==> config.mk <==
export PLATFORM = sky130hd
export DESIGN_NAME = pmc_power_mode_bank
export DESIGN_NICKNAME = d
export VERILOG_FILES = /design/src/hw/pmc_pkg.sv /design/src/hw/pmc_power_mode_bank.sv
export VERILOG_INCLUDE_DIRS = /design/src /design/src/hw
export SDC_FILE = /design/constraint.sdc
export NUM_CORES = 1
export LEC_CHECK = 0
export ABC_AREA = 1
export BUFFER_PORTS_ARGS = -buffer_cell sky130_fd_sc_hd__buf_4
export CORE_AREA = 2 2 101 74
export DETAILED_ROUTE_END_ITERATION = 10
export DIE_AREA = 0 0 103 76
export PLACE_DENSITY = 0.77
export RECOVER_POWER = 50
export SYNTH_ARGS = -nofsm -noshare
export SYNTH_HDL_FRONTEND = slang
export SYNTH_SLANG_ARGS = --single-unit
==> constraint.sdc <==
create_clock -name clk_sys -period 1.7 [get_ports clk_sys]
set_input_delay 0.34 -clock clk_sys [delete_from_list [all_inputs] [get_ports clk_sys]]
set_output_delay 0.34 -clock clk_sys [all_outputs]
set_load 0.005 [all_outputs]
==> src/hw/pmc_params.svh <==
// Offsets, field positions, reset values and timing counts of the power mode bank.
// Assumes the including file uses the pmc_pkg types for the register fields.
// Behaviour
// Timebase select bit 6 makes all timing follow the clock on irq pin one.
// Noise field bits 5:4: 00 normal, 01 low noise, 10 ultralow, 11 reserved.
// Bit 3 set puts the device into periodic wake mode.
// Auto-doze bit 2 acts only with chained or repeat-cycle motion detection.
// Effective auto-doze enters periodic wake mode whenever inactivity is seen.
// Run select bits 1:0: 00 standby, 10 measurement, 01 and 11 reserved.
// Power mode register resets to zero: standby, normal noise, internal clock.
// Proof force bit 0 drives all three axes while set; resets to zero.
// Host configures in register order and writes power mode register last.
// Host should program the activity dwell count above one; this bank holds no dwell count and no frame of the host model writes it.
// Awake indication on irq pin two runs on without host action.
// Bit 6 of irq pin two map routes awake status to that pin.
// Motion switch start writes 0x0a: measurement plus periodic wake.
// Host never writes reserved codes or nonzero reserved and unused bits.
`ifndef PMC_PARAMS_SVH
`define PMC_PARAMS_SVH
`define PMC_ADDR_MOTION 8'h27
`define PMC_ADDR_IRQ2_MAP 8'h2b
`define PMC_ADDR_POWER 8'h2d
`define PMC_ADDR_SELF_CHECK 8'h2e
`define PMC_CMD_WRITE 8'h01
`define PMC_CMD_READ 8'h02
`define PMC_RST_POWER 8'h00
`define PMC_RST_SELF_CHECK 8'h00
`define PMC_RST_MOTION 8'h00
`define PMC_RST_IRQ2_MAP 8'h00
`define PMC_MAP_AWAKE_BIT 6
`define PMC_MAP_LOW_BIT 7
`define PMC_PROOF_BIT 0
`define PMC_LINK_HI 5
`define PMC_LINK_LO 4
`define PMC_LINK_CHAINED 2'b01
`define PMC_LINK_REPEAT 2'b11
`define PMC_TICK_NS 1000
`define PMC_CLK_NS 50
`define PMC_TICK_CYC ((`PMC_TICK_NS + `PMC_CLK_NS - 1) / `PMC_CLK_NS)
`endif

==> src/hw/pmc_pkg.sv <==
// Types of the power mode bank: field layout of the power mode register and modes.
// Assumes nothing beyond a SystemVerilog compiler.
package pmc_pkg;
  typedef enum logic [1:0] {
    PMC_NOISE_NORMAL = 2'b00,
    PMC_NOISE_LOW = 2'b01,
    PMC_NOISE_ULTRA = 2'b10,
    PMC_NOISE_RSVD = 2'b11
  } pmc_noise_e;
  typedef enum logic [1:0] {
    PMC_RUN_STANDBY = 2'b00,
    PMC_RUN_RSVD1 = 2'b01,
    PMC_RUN_RUN_SELECT = 2'b10,
    PMC_RUN_RSVD3 = 2'b11
  } pmc_run_e;
  typedef struct packed {
    logic rsvd;
    logic outside_timebase_select;
    pmc_noise_e noise;
    logic periodic_wake_mode;
    logic auto_doze;
    pmc_run_e run_select;
  } pmc_power_s;
  typedef enum logic [1:0] {
    PMC_SP_IDLE = 2'b00,
    PMC_SP_CMD = 2'b01,
    PMC_SP_ADDR = 2'b10,
    PMC_SP_DATA = 2'b11
  } pmc_spi_e;
endpackage

==> src/hw/pmc_power_mode_bank.sv <==
// Power mode and self-check bank with its serial register port.
// Assumes a mode 0 serial host with sclk well below a quarter of clk_sys, and motion
// logic on clk_sys that supplies the inactivity and awake levels.
`include "pmc_params.svh"
module pmc_power_mode_bank (
  // Clock and reset
  input wire logic clk_sys,
  input wire logic srst,
  // Serial register port pins
  input wire logic spi_sclk,
  input wire logic spi_cs_n,
  input wire logic spi_mosi,
  output logic spi_miso,
  output logic spi_miso_oe,
  // Interrupt pins
  input wire logic irq_pin_one_i,
  output logic irq_pin_two_o,
  output logic irq_pin_two_oe,
  // Motion logic status
  input wire logic inactivity_i,
  input wire logic awake_status_i,
  // Mode outputs to the sensor core
  output logic timebase_tick_o,
  output pmc_pkg::pmc_noise_e noise_mode_o,
  output logic periodic_wake_o,
  output logic run_select_o,
  output logic proof_force_o
);
  import pmc_pkg::*;

  localparam logic [7:0] TICK_LAST = 8'(`PMC_TICK_CYC - 1);

  logic sclk_s1_ff, sclk_s2_ff, sclk_s3_ff;
  logic cs_n_s1_ff, cs_n_s2_ff;
  logic mosi_s1_ff, mosi_s2_ff;
  logic ext_s1_ff, ext_s2_ff, ext_s3_ff;
  logic sclk_rise, sclk_fall, ext_edge, int_tick, wr_en, byte_done, doze_eff;
  logic [7:0] nxt_byte, rd_data;
  logic [7:0] shift_in_ff, cmd_ff, addr_ff, rd_shift_ff, tick_cnt_ff;
  logic [7:0] self_check_ff, motion_ff, irq2_map_ff;
  logic [2:0] bit_cnt_ff;
  logic done_ff, tick_ff;
  pmc_power_s power_ff;
  pmc_spi_e state_ff;

  // Two-stage synchronisers for every pin; third stage only feeds edge detection
  always_ff @(posedge clk_sys)
  begin
    sclk_s1_ff <= spi_sclk;
    sclk_s2_ff <= sclk_s1_ff;
    sclk_s3_ff <= sclk_s2_ff;
    cs_n_s1_ff <= spi_cs_n;
    cs_n_s2_ff <= cs_n_s1_ff;
    mosi_s1_ff <= spi_mosi;
    mosi_s2_ff <= mosi_s1_ff;
    ext_s1_ff <= irq_pin_one_i;
    ext_s2_ff <= ext_s1_ff;
    ext_s3_ff <= ext_s2_ff;
  end

  assign sclk_rise = sclk_s2_ff & ~sclk_s3_ff;
  assign sclk_fall = ~sclk_s2_ff & sclk_s3_ff;
  assign ext_edge = ext_s2_ff & ~ext_s3_ff;
  assign nxt_byte = {shift_in_ff[6:0], mosi_s2_ff};
  assign byte_done = sclk_rise && (bit_cnt_ff == 3'h7);

  // Frame sequencer: command byte, address byte, then one data byte
  always_ff @(posedge clk_sys)
  begin
    if (srst || cs_n_s2_ff)
    begin
      state_ff <= PMC_SP_IDLE;
      bit_cnt_ff <= 3'h0;
      shift_in_ff <= 8'h00;
      cmd_ff <= 8'h00;
      addr_ff <= 8'h00;
      done_ff <= 1'b0;
    end
    else if (state_ff == PMC_SP_IDLE)
    begin
      state_ff <= PMC_SP_CMD;
    end
    else if (sclk_rise)
    begin
      shift_in_ff <= nxt_byte;
      bit_cnt_ff <= bit_cnt_ff + 3'h1;
      if (byte_done)
      begin
        case (state_ff)
          PMC_SP_CMD:
          begin
            cmd_ff <= nxt_byte;
            state_ff <= PMC_SP_ADDR;
          end
          PMC_SP_ADDR:
          begin
            addr_ff <= nxt_byte;
            state_ff <= PMC_SP_DATA;
          end
          PMC_SP_DATA: done_ff <= 1'b1; // Bytes past the first data byte are ignored
          default: state_ff <= PMC_SP_IDLE;
        endcase
      end
    end
  end

  // One write per frame, on the last bit of the data byte
  assign wr_en = byte_done && (state_ff == PMC_SP_DATA) && (cmd_ff == `PMC_CMD_WRITE) && !done_ff;

  // Read mux; unmapped addresses read zero
  always_comb
  begin
    case (nxt_byte)
      `PMC_ADDR_MOTION: rd_data = motion_ff;
      `PMC_ADDR_IRQ2_MAP: rd_data = irq2_map_ff;
      `PMC_ADDR_POWER: rd_data = power_ff;
      `PMC_ADDR_SELF_CHECK: rd_data = self_check_ff;
      default: rd_data = 8'h00;
    endcase
  end

  // Read shifter: loaded as the address completes, shifted on later falling edges
  always_ff @(posedge clk_sys)
  begin
    if (srst)
      rd_shift_ff <= 8'h00;
    else if (byte_done && state_ff == PMC_SP_ADDR)
      rd_shift_ff <= rd_data;
    else if (sclk_fall && state_ff == PMC_SP_DATA && bit_cnt_ff != 3'h0)
      rd_shift_ff <= {rd_shift_ff[6:0], 1'b0};
  end

  assign spi_miso = rd_shift_ff[7];
  assign spi_miso_oe = !cs_n_s2_ff && (state_ff == PMC_SP_DATA) && (cmd_ff == `PMC_CMD_READ) && !done_ff;

  // power mode register reset
  // Reserved codes are stored as written; keeping them out is up to the host
  always_ff @(posedge clk_sys)
  begin
    if (srst)
      power_ff <= `PMC_RST_POWER;
    else if (wr_en && addr_ff == `PMC_ADDR_POWER)
      power_ff <= nxt_byte;
  end

  // proof force register
  always_ff @(posedge clk_sys)
  begin
    if (srst)
      self_check_ff <= `PMC_RST_SELF_CHECK;
    else if (wr_en && addr_ff == `PMC_ADDR_SELF_CHECK)
      self_check_ff <= nxt_byte;
  end

  // Motion detection configuration and irq pin two map
  always_ff @(posedge clk_sys)
  begin
    if (srst)
    begin
      motion_ff <= `PMC_RST_MOTION;
      irq2_map_ff <= `PMC_RST_IRQ2_MAP;
    end
    else if (wr_en && addr_ff == `PMC_ADDR_MOTION)
      motion_ff <= nxt_byte;
    else if (wr_en && addr_ff == `PMC_ADDR_IRQ2_MAP)
      irq2_map_ff <= nxt_byte;
  end

  // Internal timebase divider, one enable pulse per tick period
  always_ff @(posedge clk_sys)
  begin
    if (srst || tick_cnt_ff == TICK_LAST)
      tick_cnt_ff <= 8'h00;
    else
      tick_cnt_ff <= tick_cnt_ff + 8'h01;
  end
  assign int_tick = (tick_cnt_ff == TICK_LAST);

  // timebase source select
  always_ff @(posedge clk_sys)
  begin
    if (srst)
      tick_ff <= 1'b0;
    else
      tick_ff <= power_ff.outside_timebase_select ? ext_edge : int_tick;
  end
  assign timebase_tick_o = tick_ff;

  // noise tradeoff passed to the core
  assign noise_mode_o = power_ff.noise;

  // auto-doze gated by chained or repeat-cycle detection
  assign doze_eff = power_ff.auto_doze &&
    (motion_ff[`PMC_LINK_HI:`PMC_LINK_LO] == `PMC_LINK_CHAINED ||
     motion_ff[`PMC_LINK_HI:`PMC_LINK_LO] == `PMC_LINK_REPEAT);

  // periodic wake, forced while dozing on inactivity
  assign periodic_wake_o = power_ff.periodic_wake_mode || (doze_eff && inactivity_i);

  // only code 10 measures; reserved codes stay in standby
  assign run_select_o = (power_ff.run_select == PMC_RUN_RUN_SELECT);

  // proof force follows the bit
  assign proof_force_o = self_check_ff[`PMC_PROOF_BIT];

  // awake routed to irq pin two; pin floats when unmapped
  // Runs straight from the status level so no host service is ever needed
  assign irq_pin_two_o = awake_status_i ^ irq2_map_ff[`PMC_MAP_LOW_BIT];
  assign irq_pin_two_oe = irq2_map_ff[`PMC_MAP_AWAKE_BIT];
endmodule

==> results.md, run 1 <==
* IO Pins at 18
* Horiz. Die Dim at 103 um
* Post-synthesis simple-gate area fraction at 0.303
* Vias in the first global route at 3379
* Startpoint types: flop
* Post-synthesis compound-gate area fraction at 0.109
* WHS Path Cells at 1
* Synth area leaders: dfxtp_1 (44%), nand2_1 (12%), nor2_1 (8.5%)
* Mux cell area share after synthesis at 0
* First-pass GRT wire length at 15300 um
* Library cells used by synthesis at 29
* CTS tree: built
* Fin. Hold Viols at 0
* Synth cell count leaders: nand2_1 (124), nor2_1 (91), dfxtp_1 (88)
* Clk root buf: clkbuf_8
* Number of diodes at 0
* Die H at 76 um
* Overflow after GRT at 0
* Tcrit/Tclk final at 0.997
* Std-Cell Rows at 26
* Met3 wire length at 661 um
* Worst r2r src: state_ff[0]
* Pins Over Slew Limit at 0
* Hold slack at 0.0951 ns
* Flops & latches, synth at 88
* Tmin final at 1.69 ns
* Met1 wire length at 4510 um
* Design area at 4780 um^2
* Routed length on met2 at 4470 um
* Highest routed layer: met4
* # DRC at 0
* Post-synth EDFFs at 0
* Vias at 3725
* CTS buffer count at 9
* Critical Path AT at around 1.4 ns
* Critical Path Max Stage Delay at 0.33 ns
* Non-filler cells, final at 719
* CP Max Fanout at 2
* Worst Path Class, Setup: flop to primary output
* Cells after synthesis at 566
* Share of the synthesized area in the top cell type at 0.438
* Final Util at 0.687
* Avg Inst Size Synth at 7.10 um^2
* Hold path endpoint: cs_n_s1_ff
* Yosys warnings at 0
* CP Cell Sequence: or2_4 > nor3_2 > nand2_1 > nor2_1 > buf_4
* Post-synth top area cell: dfxtp_1
* Hold WC Path Type: primary input to flop
* Cell Int Power at 0.00270 W
* DPL Wire Length at approximately 6400 um
* Slew @ Worst Pin at 0.434 ns
* Top-count cell post-synth: nand2_1
* Post-synth ARST share at 0
* Port bufs at 17
* Slew margin rel. at 0.709
* Reg clk slew, reported paths at 0.08 ns
* Die ar. at around 8000 um^2
* # clock sinks at between 80 and 90
* Skew final at 0.0132 ns
* Sw Ratio at 0.225
* Final Total Pwr at between 0.003 and 0.004 W
* Routed wire length at ~10000 um
* Post-route ant nets at 0
* Switching power at slightly below 0.0008 W
* Sequential fraction of the synthesis area at 0.438
* Clk buf depth at 2
* DRT Pass-1 Iters at 5
* Worst setup EP type: primary output
* Starting DRT DRC Count at 289
* Area growth, synth to finish at 19.0%
* R2R Path End: addr_ff[4]
* Placeable Area at a little under 7000 um^2
* Number of max-cap violations at 0
* R2R Setup Slk at 0.05 ns
* Pwr/cell area at 729 nW/um^2
* GPL Wtd Cong at roughly 0.83
* Xor and xnor fraction of the mapped netlist area at 0.00872
* Top_reg_cell synth: dfxtp_1
* Initial antenna violation count at 0
* Syn Std Cell Area at 4020 um^2
* CP required at approximately 1.4 ns
* Vias per cell at 5.18
* Dpl cells at ~690
* Startpoint of the worst hold path: spi_cs_n
* GRT Overall Usage at 0.251
* Status: finished, final reports clean
* # nets final at 634
* Max VDD drop at 607 uV
* Clock power frac at 0.365
* Initial core utilization at 0.577
* Pin count of the biggest net entering global routing at 40
* Placed cell area at 4390 um^2
* Setup violators final at 0
* Post-Synth Adder-Cell Area at 0.0311
* H-Tree Depth at 3
* Layout cells sized above 1 at 0.164
* LEAKAGE at between 2 and 2.5 nW
* Power share of the sequential group at 0.601
* RSZ-0062 raised after global routing: true
* Synth Net Count at 584
* Fill cells at slightly below 600
* Worst-skew pair later-pin latency at 0.36 ns
* Cells on worst reg2reg path at 9
* Fmax at slightly below 600 MHz
* Slowest-stage cell, CP: dfxtp_2
* Largest family of logic cells by synthesized area: simple AND/OR/NAND/NOR gates
* Post-DR wirelength/cell at approximately 14 um
* Power share of the combinational group at 0.034
stage by stage:
step / worst slack [ns] / TNS (ns)
2_1_floorplan: 0.160 / 0
3_3_place_gp: 0.0973 / 0
3_5_place_dp: 0.0109 / 0
4_1_cts: 0.00664 / 0
5_1_grt: -0.0566 / -0.661
6_report: 0.00532 / 0
worst max-delay path, delay by kind of cell (launching register included):
| family | cells | cell delay (ns) |
|---|---|---|
| AND/OR/NAND/NOR | 4 | 0.55 |
| buffers and inverters | 1 | 0.12 |
| flip-flops | 1 | 0.33 |
power by group through the flow:
stage               registers (W)  clock network, W  logic [W]
CTS                       0.00210           0.00130   0.000119
finish                    0.00210           0.00127   0.000119
floorplan                 0.00214                 0  0.0000649
global route              0.00210           0.00140   0.000130
global placement          0.00215                 0   0.000110
detailed placement        0.00215                 0   0.000113
registers in the layout, indices dropped and copies added, names as in the netlist, 2 cells and up:
register and count:
addr_ff 8, bit_cnt_ff 3, cmd_ff 8, irq2_map_ff 8
motion_ff 8, noise_mode_o 2, power_ff 6, rd_shift_ff 8
self_check_ff 8, shift_in_ff 7, state_ff 2, tick_cnt_ff 8
routing by layer:
| metal | global-route usage | vias to the layer above |
|---|---|---|
| li1 | - | 1879 |
| met1 | 0.342 | 1719 |
| met2 | 0.389 | 103 |
| met3 | 0.0716 | 24 |
| met4 | 0.0737 | 0 |
| met5 | 0 | - |
layout make-up:
class,instances,area (um^2),area share
clock buffer,14,153,0.0319
sequential,88,1770,0.371
timing repair buffer,58,489,0.102
tap,98,123,0.0256
clock inverter,2,15.0,0.00314
inverter,77,289,0.0604
multi-input combinational,382,1940,0.406
timing repair:
item / CTS / global route
buffers inserted: 3 / 4
endpoints found under the setup margin: 4 / 50
pin swaps: 0 / 9
cloned: 0 / 5
hold buffers: 0 / 0
gates resized for setup: 9 / 21
kinds of logic after synthesis:
kind of cell | after synthesis
simple gates | 278
buf+inv | 100
flops | 88
compound gates | 86
fa+ha+maj | 10
xor+xnor | 4
placed cells by master (no fill, tap or decap), types with 4 or more instances in the layout:
cell type and count:
nand3_1 39, nor2_4 4, nor2_2 6, buf_12 4, a21oi_1 36, ha_1 9
clkbuf_1 8, clkbuf_8 10, dfxtp_1 83, nand2_1 123, inv_1 74, clkbuf_4 13
nor2_1 89, buf_4 34, xor2_1 4, o21ai_0 45
how the worst max path moves through the flow:
stage	from	endpoint
2_1_floorplan	bit_cnt_ff[0]	motion_ff[4]
3_3_place_gp	bit_cnt_ff[0]	motion_ff[5]
3_5_place_dp	state_ff[1]	motion_ff[7]
4_1_cts	cmd_ff[3]	spi_miso_oe
5_1_grt	state_ff[1]	spi_miso_oe
6_report	cmd_ff[3]	spi_miso_oe
Power figures use the tool's default switching activity.
==> run 2: changes to the inputs <==
--- a/config.mk
+++ b/config.mk
@@ -7,12 +7,14 @@
 export NUM_CORES = 1
 export LEC_CHECK = 0
 export ABC_AREA = 1
+export ABC_CLOCK_PERIOD_IN_PS = 1700
 export BUFFER_PORTS_ARGS = -buffer_cell sky130_fd_sc_hd__buf_4
 export CORE_AREA = 2 2 101 74
 export DETAILED_ROUTE_END_ITERATION = 10
 export DIE_AREA = 0 0 103 76
 export PLACE_DENSITY = 0.77
 export RECOVER_POWER = 50
+export SETUP_SLACK_MARGIN = 0.15
 export SYNTH_ARGS = -nofsm -noshare
 export SYNTH_HDL_FRONTEND = slang
 export SYNTH_SLANG_ARGS = --single-unit
==> run 2 against run 1 <==
Effect of this change: cell area increased by 13%; final cell count increased by 2.6%; count of clock-buffer cells in the layout unchanged; core utilization increased by 8.7 points; routed wire length increased by 21%; first-iteration DRC count increased by 73%; non-clock buffer count increased by 19; sequential share of layout area decreased by 3.9 points; worst setup slack got worse by 0.00067 ns; global-route usage increased by 3.8 points; sequential power about the same; critical endpoint unchanged; largest power group unchanged; highest routed layer unchanged.
==> results.md, run 2 (synthesis gave the netlist of run 1 again) <==
* Critical Path AT at 1.36 ns (about the same)
* Cells on worst reg2reg path at 9 (unchanged)
* Worst setup EP type: primary output
* Commonest non-fill, non-tap cells in the layout: nand2_1 (80), dfxtp_1 (76), nor2_1 (71), inv_1 (67), buf_4 (49)
* # DRC at 0 (unchanged)
* Starting DRT DRC Count at 500 (+73%)
* Die ar. at 7830 um^2 (unchanged)
* GRT Overall Usage at 0.289 (+0.0377)
* Initial antenna violation count at 0 (unchanged)
* RSZ-0062 raised after global routing: true
* Slew @ Worst Pin at 0.437 ns (+0.00321 ns)
* Fin. Hold Viols at 0 (unchanged)
* Die H at 76 um (unchanged)
* Worst r2r src: bit_cnt_ff[0]
* Hold buffers post-CTS at 0 (unchanged)
* Reg clk slew, reported paths at 0.08 ns (about the same)
* # nets final at 653 (+3.0%)
* Post-route ant nets at 0 (unchanged)
* Fmax at 590 MHz (about the same)
* Vias in the first global route at 3679 (+8.9%)
* Clk root buf: clkbuf_8
* Initial core utilization at 0.577 (unchanged)
* Placeable Area at 6960 um^2 (unchanged)
* Dpl cells at 691 (unchanged)
* Pins Over Slew Limit at 0 (unchanged)
* CTS buffer count at 9 (unchanged)
* CP Max Fanout at 2 (unchanged)
* Area growth, synth to finish at 34.2%
* Layout cells sized above 1 at 0.338 (+0.173)
* H-Tree Depth at 3 (unchanged)
* Non-filler cells, final at 738 (+2.6%)
* Most common cell after layout, fill and taps aside: nand2_1
* R2R Path End: power_ff[2]
* Overflow after GRT at 0 (unchanged)
* Skew final at 0.0138 ns (+0.000540 ns)
* Setup violators final at 0 (unchanged)
* Slew margin rel. at 0.707 (-0.00164)
* Std-Cell Rows at 26 (unchanged)
* Tmin final at 1.70 ns (+0.000673 ns)
* GPL Wtd Cong at 0.833 (unchanged)
* Setup_tns at 0 ns (unchanged)
* Number of max-cap violations at 0 (unchanged)
* Tcrit/Tclk final at 0.997 (about the same)
* Design area at 5390 um^2 (+13%)
* CP required at 1.36 ns (about the same)
* Post-DR wirelength/cell at 16.1 um (+18%)
* Placed cell area at 4390 um^2 (unchanged)
* CTS tree: built
* Worst Path Class, Setup: flop to primary output
* Pin count of the biggest net entering global routing at 40 (unchanged)
* R2R Setup Slk at 0.04 ns (about the same)
* Pwr/cell area at 655 nW/um^2 (-10%)
* Number of diodes at 0 (unchanged)
* First-pass GRT wire length at 17400 um (+14%)
* DPL Wire Length at 6410 um (unchanged)
* Port bufs at 17 (unchanged)
* Vias at 4114 (+10%)
* Worst Setup EP: spi_miso_oe
* Setup crit start: cmd_ff[3]
* DRT Pass-1 Iters at 6 (+1)
* Routed wire length at 11900 um (+21%)
* Hold WC Path Type: primary input to flop
* IO Pins at 18 (unchanged)
* Worst-skew pair later-pin latency at 0.37 ns (about the same)
* Horiz. Die Dim at 103 um (unchanged)
* # clock sinks at 88 (unchanged)
* LEAKAGE at 2.48 nW (+7.9%)
* Max VDD drop at 603 uV (-0.81%)
* Startpoint types: flop
* Status: finished, final reports clean
* Vias per cell at 5.57 (+7.6%)
* Fill cells at 459 (-22%)
* Clk buf depth at 2 (unchanged)
run 2: cell count changes in the layout (fill, tap and decap cells not counted), moves of 11 or more:
cell     change
nand2_1     -43
nand2_2     +39
nor2_1      -18
buf_4       +15
nor2_4      +11
run 2: per-stage QoR:
| stage | hold slack (ns) | setup slack (ns) | total power, W | utilization |
|---|---|---|---|---|
| floorplan | 0.310 | 0.160 | 0.00221 | - |
| global placement | 0.312 | 0.0973 | 0.00225 | 0.630 |
| detailed placement | 0.314 | 0.0109 | 0.00226 | 0.630 |
| CTS | 0.0589 | 0.00664 | 0.00352 | 0.711 |
| global route | 0.0692 | -0.0569 | 0.00365 | 0.774 |
| finish | 0.0871 | 0.00464 | 0.00353 | 0.774 |
run 2: how the worst min path moves through the flow:
stage	startpoint	end	slack [ns]	cells past startpoint
finish	spi_cs_n	cs_n_s1_ff	0.09	1
global placement	mosi_s1_ff	mosi_s2_ff	0.31	0
CTS	spi_cs_n	cs_n_s1_ff	0.06	1
detailed placement	sclk_s1_ff	sclk_s2_ff	0.31	0
global route	spi_cs_n	cs_n_s1_ff	0.07	1
floorplan	cs_n_s1_ff	cs_n_s2_ff	0.31	0
run 2: what timing repair did:
action,CTS,global route
pin swaps,11,35
buffers inserted,9,14
cloned,7,1
endpoints found under the setup margin,49,65
resized for setup,41,122
run 2: power by group:
group	total (W)	switching, W	leakage (nW)	internal [W]
logic	0.000137	0.0000824	1.69	0.0000548
clock network	0.00130	0.000724	0.0769	0.000574
registers	0.00210	0.0000184	0.720	0.00208
run 2: final cells by class:
| type | count | area (um^2) | share of cell area |
|---|---|---|---|
| clock buffers | 14 | 153 | 0.0283 |
| clock inverters | 2 | 15.0 | 0.00278 |
| inverters | 77 | 289 | 0.0536 |
| multi-input cells | 382 | 2300 | 0.427 |
| flip-flops and latches | 88 | 1790 | 0.331 |
| well taps | 98 | 123 | 0.0227 |
| repair buffers | 77 | 724 | 0.134 |
run 2: routing by layer:
metal,part of all wire,routed length (um),up-vias,track usage
met5,0,0,-,0
met4,0.033,391,0,0.0921
met3,0.10,1230,60,0.0844
met2,0.47,5650,241,0.457
met1,0.39,4630,1900,0.380
li1,-,-,1913,-
run 2: worst max-delay path, cell delays in order, from the launching register on:
cell,delay [ns]
dfxtp_2,0.33
or2_4,0.26
nor3_2,0.11
nand2_1,0.06
nor2_1,0.10
buf_4,0.12
==> run 3: changes to the inputs <==
--- a/config.mk
+++ b/config.mk
@@ -12,6 +12,7 @@
 export CORE_AREA = 2 2 101 74
 export DETAILED_ROUTE_END_ITERATION = 10
 export DIE_AREA = 0 0 103 76
+export MAX_ROUTING_LAYER = met4
 export PLACE_DENSITY = 0.77
 export RECOVER_POWER = 50
 export SETUP_SLACK_MARGIN = 0.15
==> run 3 against run 2 <==
Effect of this change: sequential power about the same; cell area unchanged; global-route usage increased by 0.83 points; flip-flop and latch count unchanged; largest power group unchanged; worst setup slack improved by 0.0028 ns; routed wire length about the same; die area unchanged; core utilization unchanged; critical path depth unchanged.
==> results.md, run 3 (synthesis gave the netlist of run 1 again) <==
* Pwr/cell area at 654 nW/um^2 (-0.22%)
* Commonest non-fill, non-tap cells in the layout: nand2_1 (80), dfxtp_1 (76), nor2_1 (71), inv_1 (67), buf_4 (49)
* Non-filler cells, final at 738 (unchanged)
* Std-Cell Rows at 26 (unchanged)
* Slew @ Worst Pin at 0.451 ns (+0.0132 ns)
* # nets final at 653 (unchanged)
* Most common cell after layout, fill and taps aside: nand2_1
* Placed cell area at 4390 um^2 (unchanged)
* Initial antenna violation count at 0 (unchanged)
* Number of max-cap violations at 0 (unchanged)
* Clk root buf: clkbuf_8
* Post-route ant nets at 0 (unchanged)
* LEAKAGE at 2.48 nW (unchanged)
* Worst setup EP type: primary output
* CTS tree: built
* Post-DR wirelength/cell at 16.1 um (about the same)
* Setup_tns at 0 ns (unchanged)
* First-pass GRT wire length at 17400 um (+0.12%)
* Pin count of the biggest net entering global routing at 40 (unchanged)
* Die H at 76 um (unchanged)
* GPL Wtd Cong at 0.846 (+1.5%)
* Die ar. at 7830 um^2 (unchanged)
* Design area at 5390 um^2 (unchanged)
* # DRC at 0 (unchanged)
* Cells on worst reg2reg path at 9 (unchanged)
* Vias per cell at 5.59 (+0.19%)
* CP Max Fanout at 2 (unchanged)
* CTS buffer count at 9 (unchanged)
* Clk buf depth at 2 (unchanged)
* Tcrit/Tclk final at 0.996 (-0.00165)
* Vias at 4122 (+0.19%)
* Overflow after GRT at 0 (unchanged)
* Max VDD drop at 601 uV (-0.32%)
* Hold WC Path Type: primary input to flop
* Hold buffers post-CTS at 0 (unchanged)
* Reg clk slew, reported paths at 0.08 ns (about the same)
* # clock sinks at 88 (unchanged)
* Worst-skew pair later-pin latency at 0.37 ns (about the same)
* Fill cells at 459 (unchanged)
* Port bufs at 17 (unchanged)
* Area growth, synth to finish at 34.2% (unchanged)
* Initial core utilization at 0.577 (unchanged)
* Startpoint types: flop
* WHS Path Cells at 1 (unchanged)
* Number of diodes at 0 (unchanged)
* CP required at 1.36 ns (about the same)
* Vias in the first global route at 3665 (-0.38%)
* Horiz. Die Dim at 103 um (unchanged)
* H-Tree Depth at 3 (unchanged)
* DRT Pass-1 Iters at 5 (-1)
* Pins Over Slew Limit at 0 (unchanged)
* Placeable Area at 6960 um^2 (unchanged)
* GRT Overall Usage at 0.297 (+0.00830)
* Skew final at 0.0124 ns (-0.00138 ns)
* Final Total Pwr at 0.00352 W (-0.22%)
* Status: finished, final reports clean
* IO Pins at 18 (unchanged)
* Setup violators final at 0 (unchanged)
* Tmin final at 1.69 ns (-0.00281 ns)
* Layout cells sized above 1 at 0.338 (unchanged)
* Slew margin rel. at 0.698 (-0.00882)
* Fin. Hold Viols at 0 (unchanged)
* Critical Path AT at 1.35 ns (about the same)
* RSZ-0062 raised after global routing: true
* Starting DRT DRC Count at 429 (-14%)
* Dpl cells at 691 (unchanged)
* Fmax at 591 MHz (+0.17%)
* Routed wire length at 11900 um (about the same)
* Worst Path Class, Setup: flop to primary output
* DPL Wire Length at 6410 um (unchanged)
==> run 3: worst max-delay path, cell delays in order, from the launching register on <==
cell and delay [ns]:
dfxtp_2 0.33, or2_4 0.26, nor3_2 0.11, nand2_1 0.06, nor2_1 0.10, buf_4 0.12
==> run 3: path summary, 6_finish.rpt <==
check                 from     endpoint  slack [ns]
max              cmd_ff[3]  spi_miso_oe       0.007
min               spi_cs_n   cs_n_s1_ff        0.09
max reg2reg  bit_cnt_ff[0]  power_ff[2]        0.03
min reg2reg     mosi_s1_ff   mosi_s2_ff        0.33
==> run 3: area by class of cell <==
cell class / count / area (um^2) / area share
inverters: 77 / 289 / 0.0536
flip-flops and latches: 88 / 1790 / 0.331
clock inverters: 2 / 15.0 / 0.00278
multi-input cells: 382 / 2300 / 0.427
repair buffers: 77 / 724 / 0.134
well taps: 98 / 123 / 0.0227
clock buffers: 14 / 153 / 0.0283
==> run 3: metal layers <==
layer,global-route usage,share of wire,up-vias
li1,-,-,1911
met3,0.0789,0.10,58
met4,0.100,0.034,0
met2,0.457,0.47,248
met1,0.381,0.39,1905
met5,-,0,-
==> run 3: report_power, final <==
| part | leakage [nW] | switching (W) | total [W] | internal [W] |
|---|---|---|---|---|
| sequential | 0.720 | 0.0000183 | 0.00210 | 0.00208 |
| combinational | 1.69 | 0.0000835 | 0.000138 | 0.0000548 |
| clock | 0.0769 | 0.000716 | 0.00129 | 0.000574 |
==> run 3: repair_timing <==
action                                  in CTS  in global routing
gates resized for setup                     41                122
endpoints found under the setup margin      49                 65
setup buffers                                9                 14
pin swaps                                   11                 35
cloned                                       7                  1
==> run 3: through the flow <==
stage / util / hold WS, ns / setup WS [ns]
6_report: 0.774 / 0.0898 / 0.00745
3_3_place_gp: 0.630 / 0.312 / 0.0973
4_1_cts: 0.711 / 0.0589 / 0.00664
3_5_place_dp: 0.630 / 0.314 / 0.0109
5_1_grt: 0.774 / 0.0707 / -0.0554
2_1_floorplan: - / 0.310 / 0.160
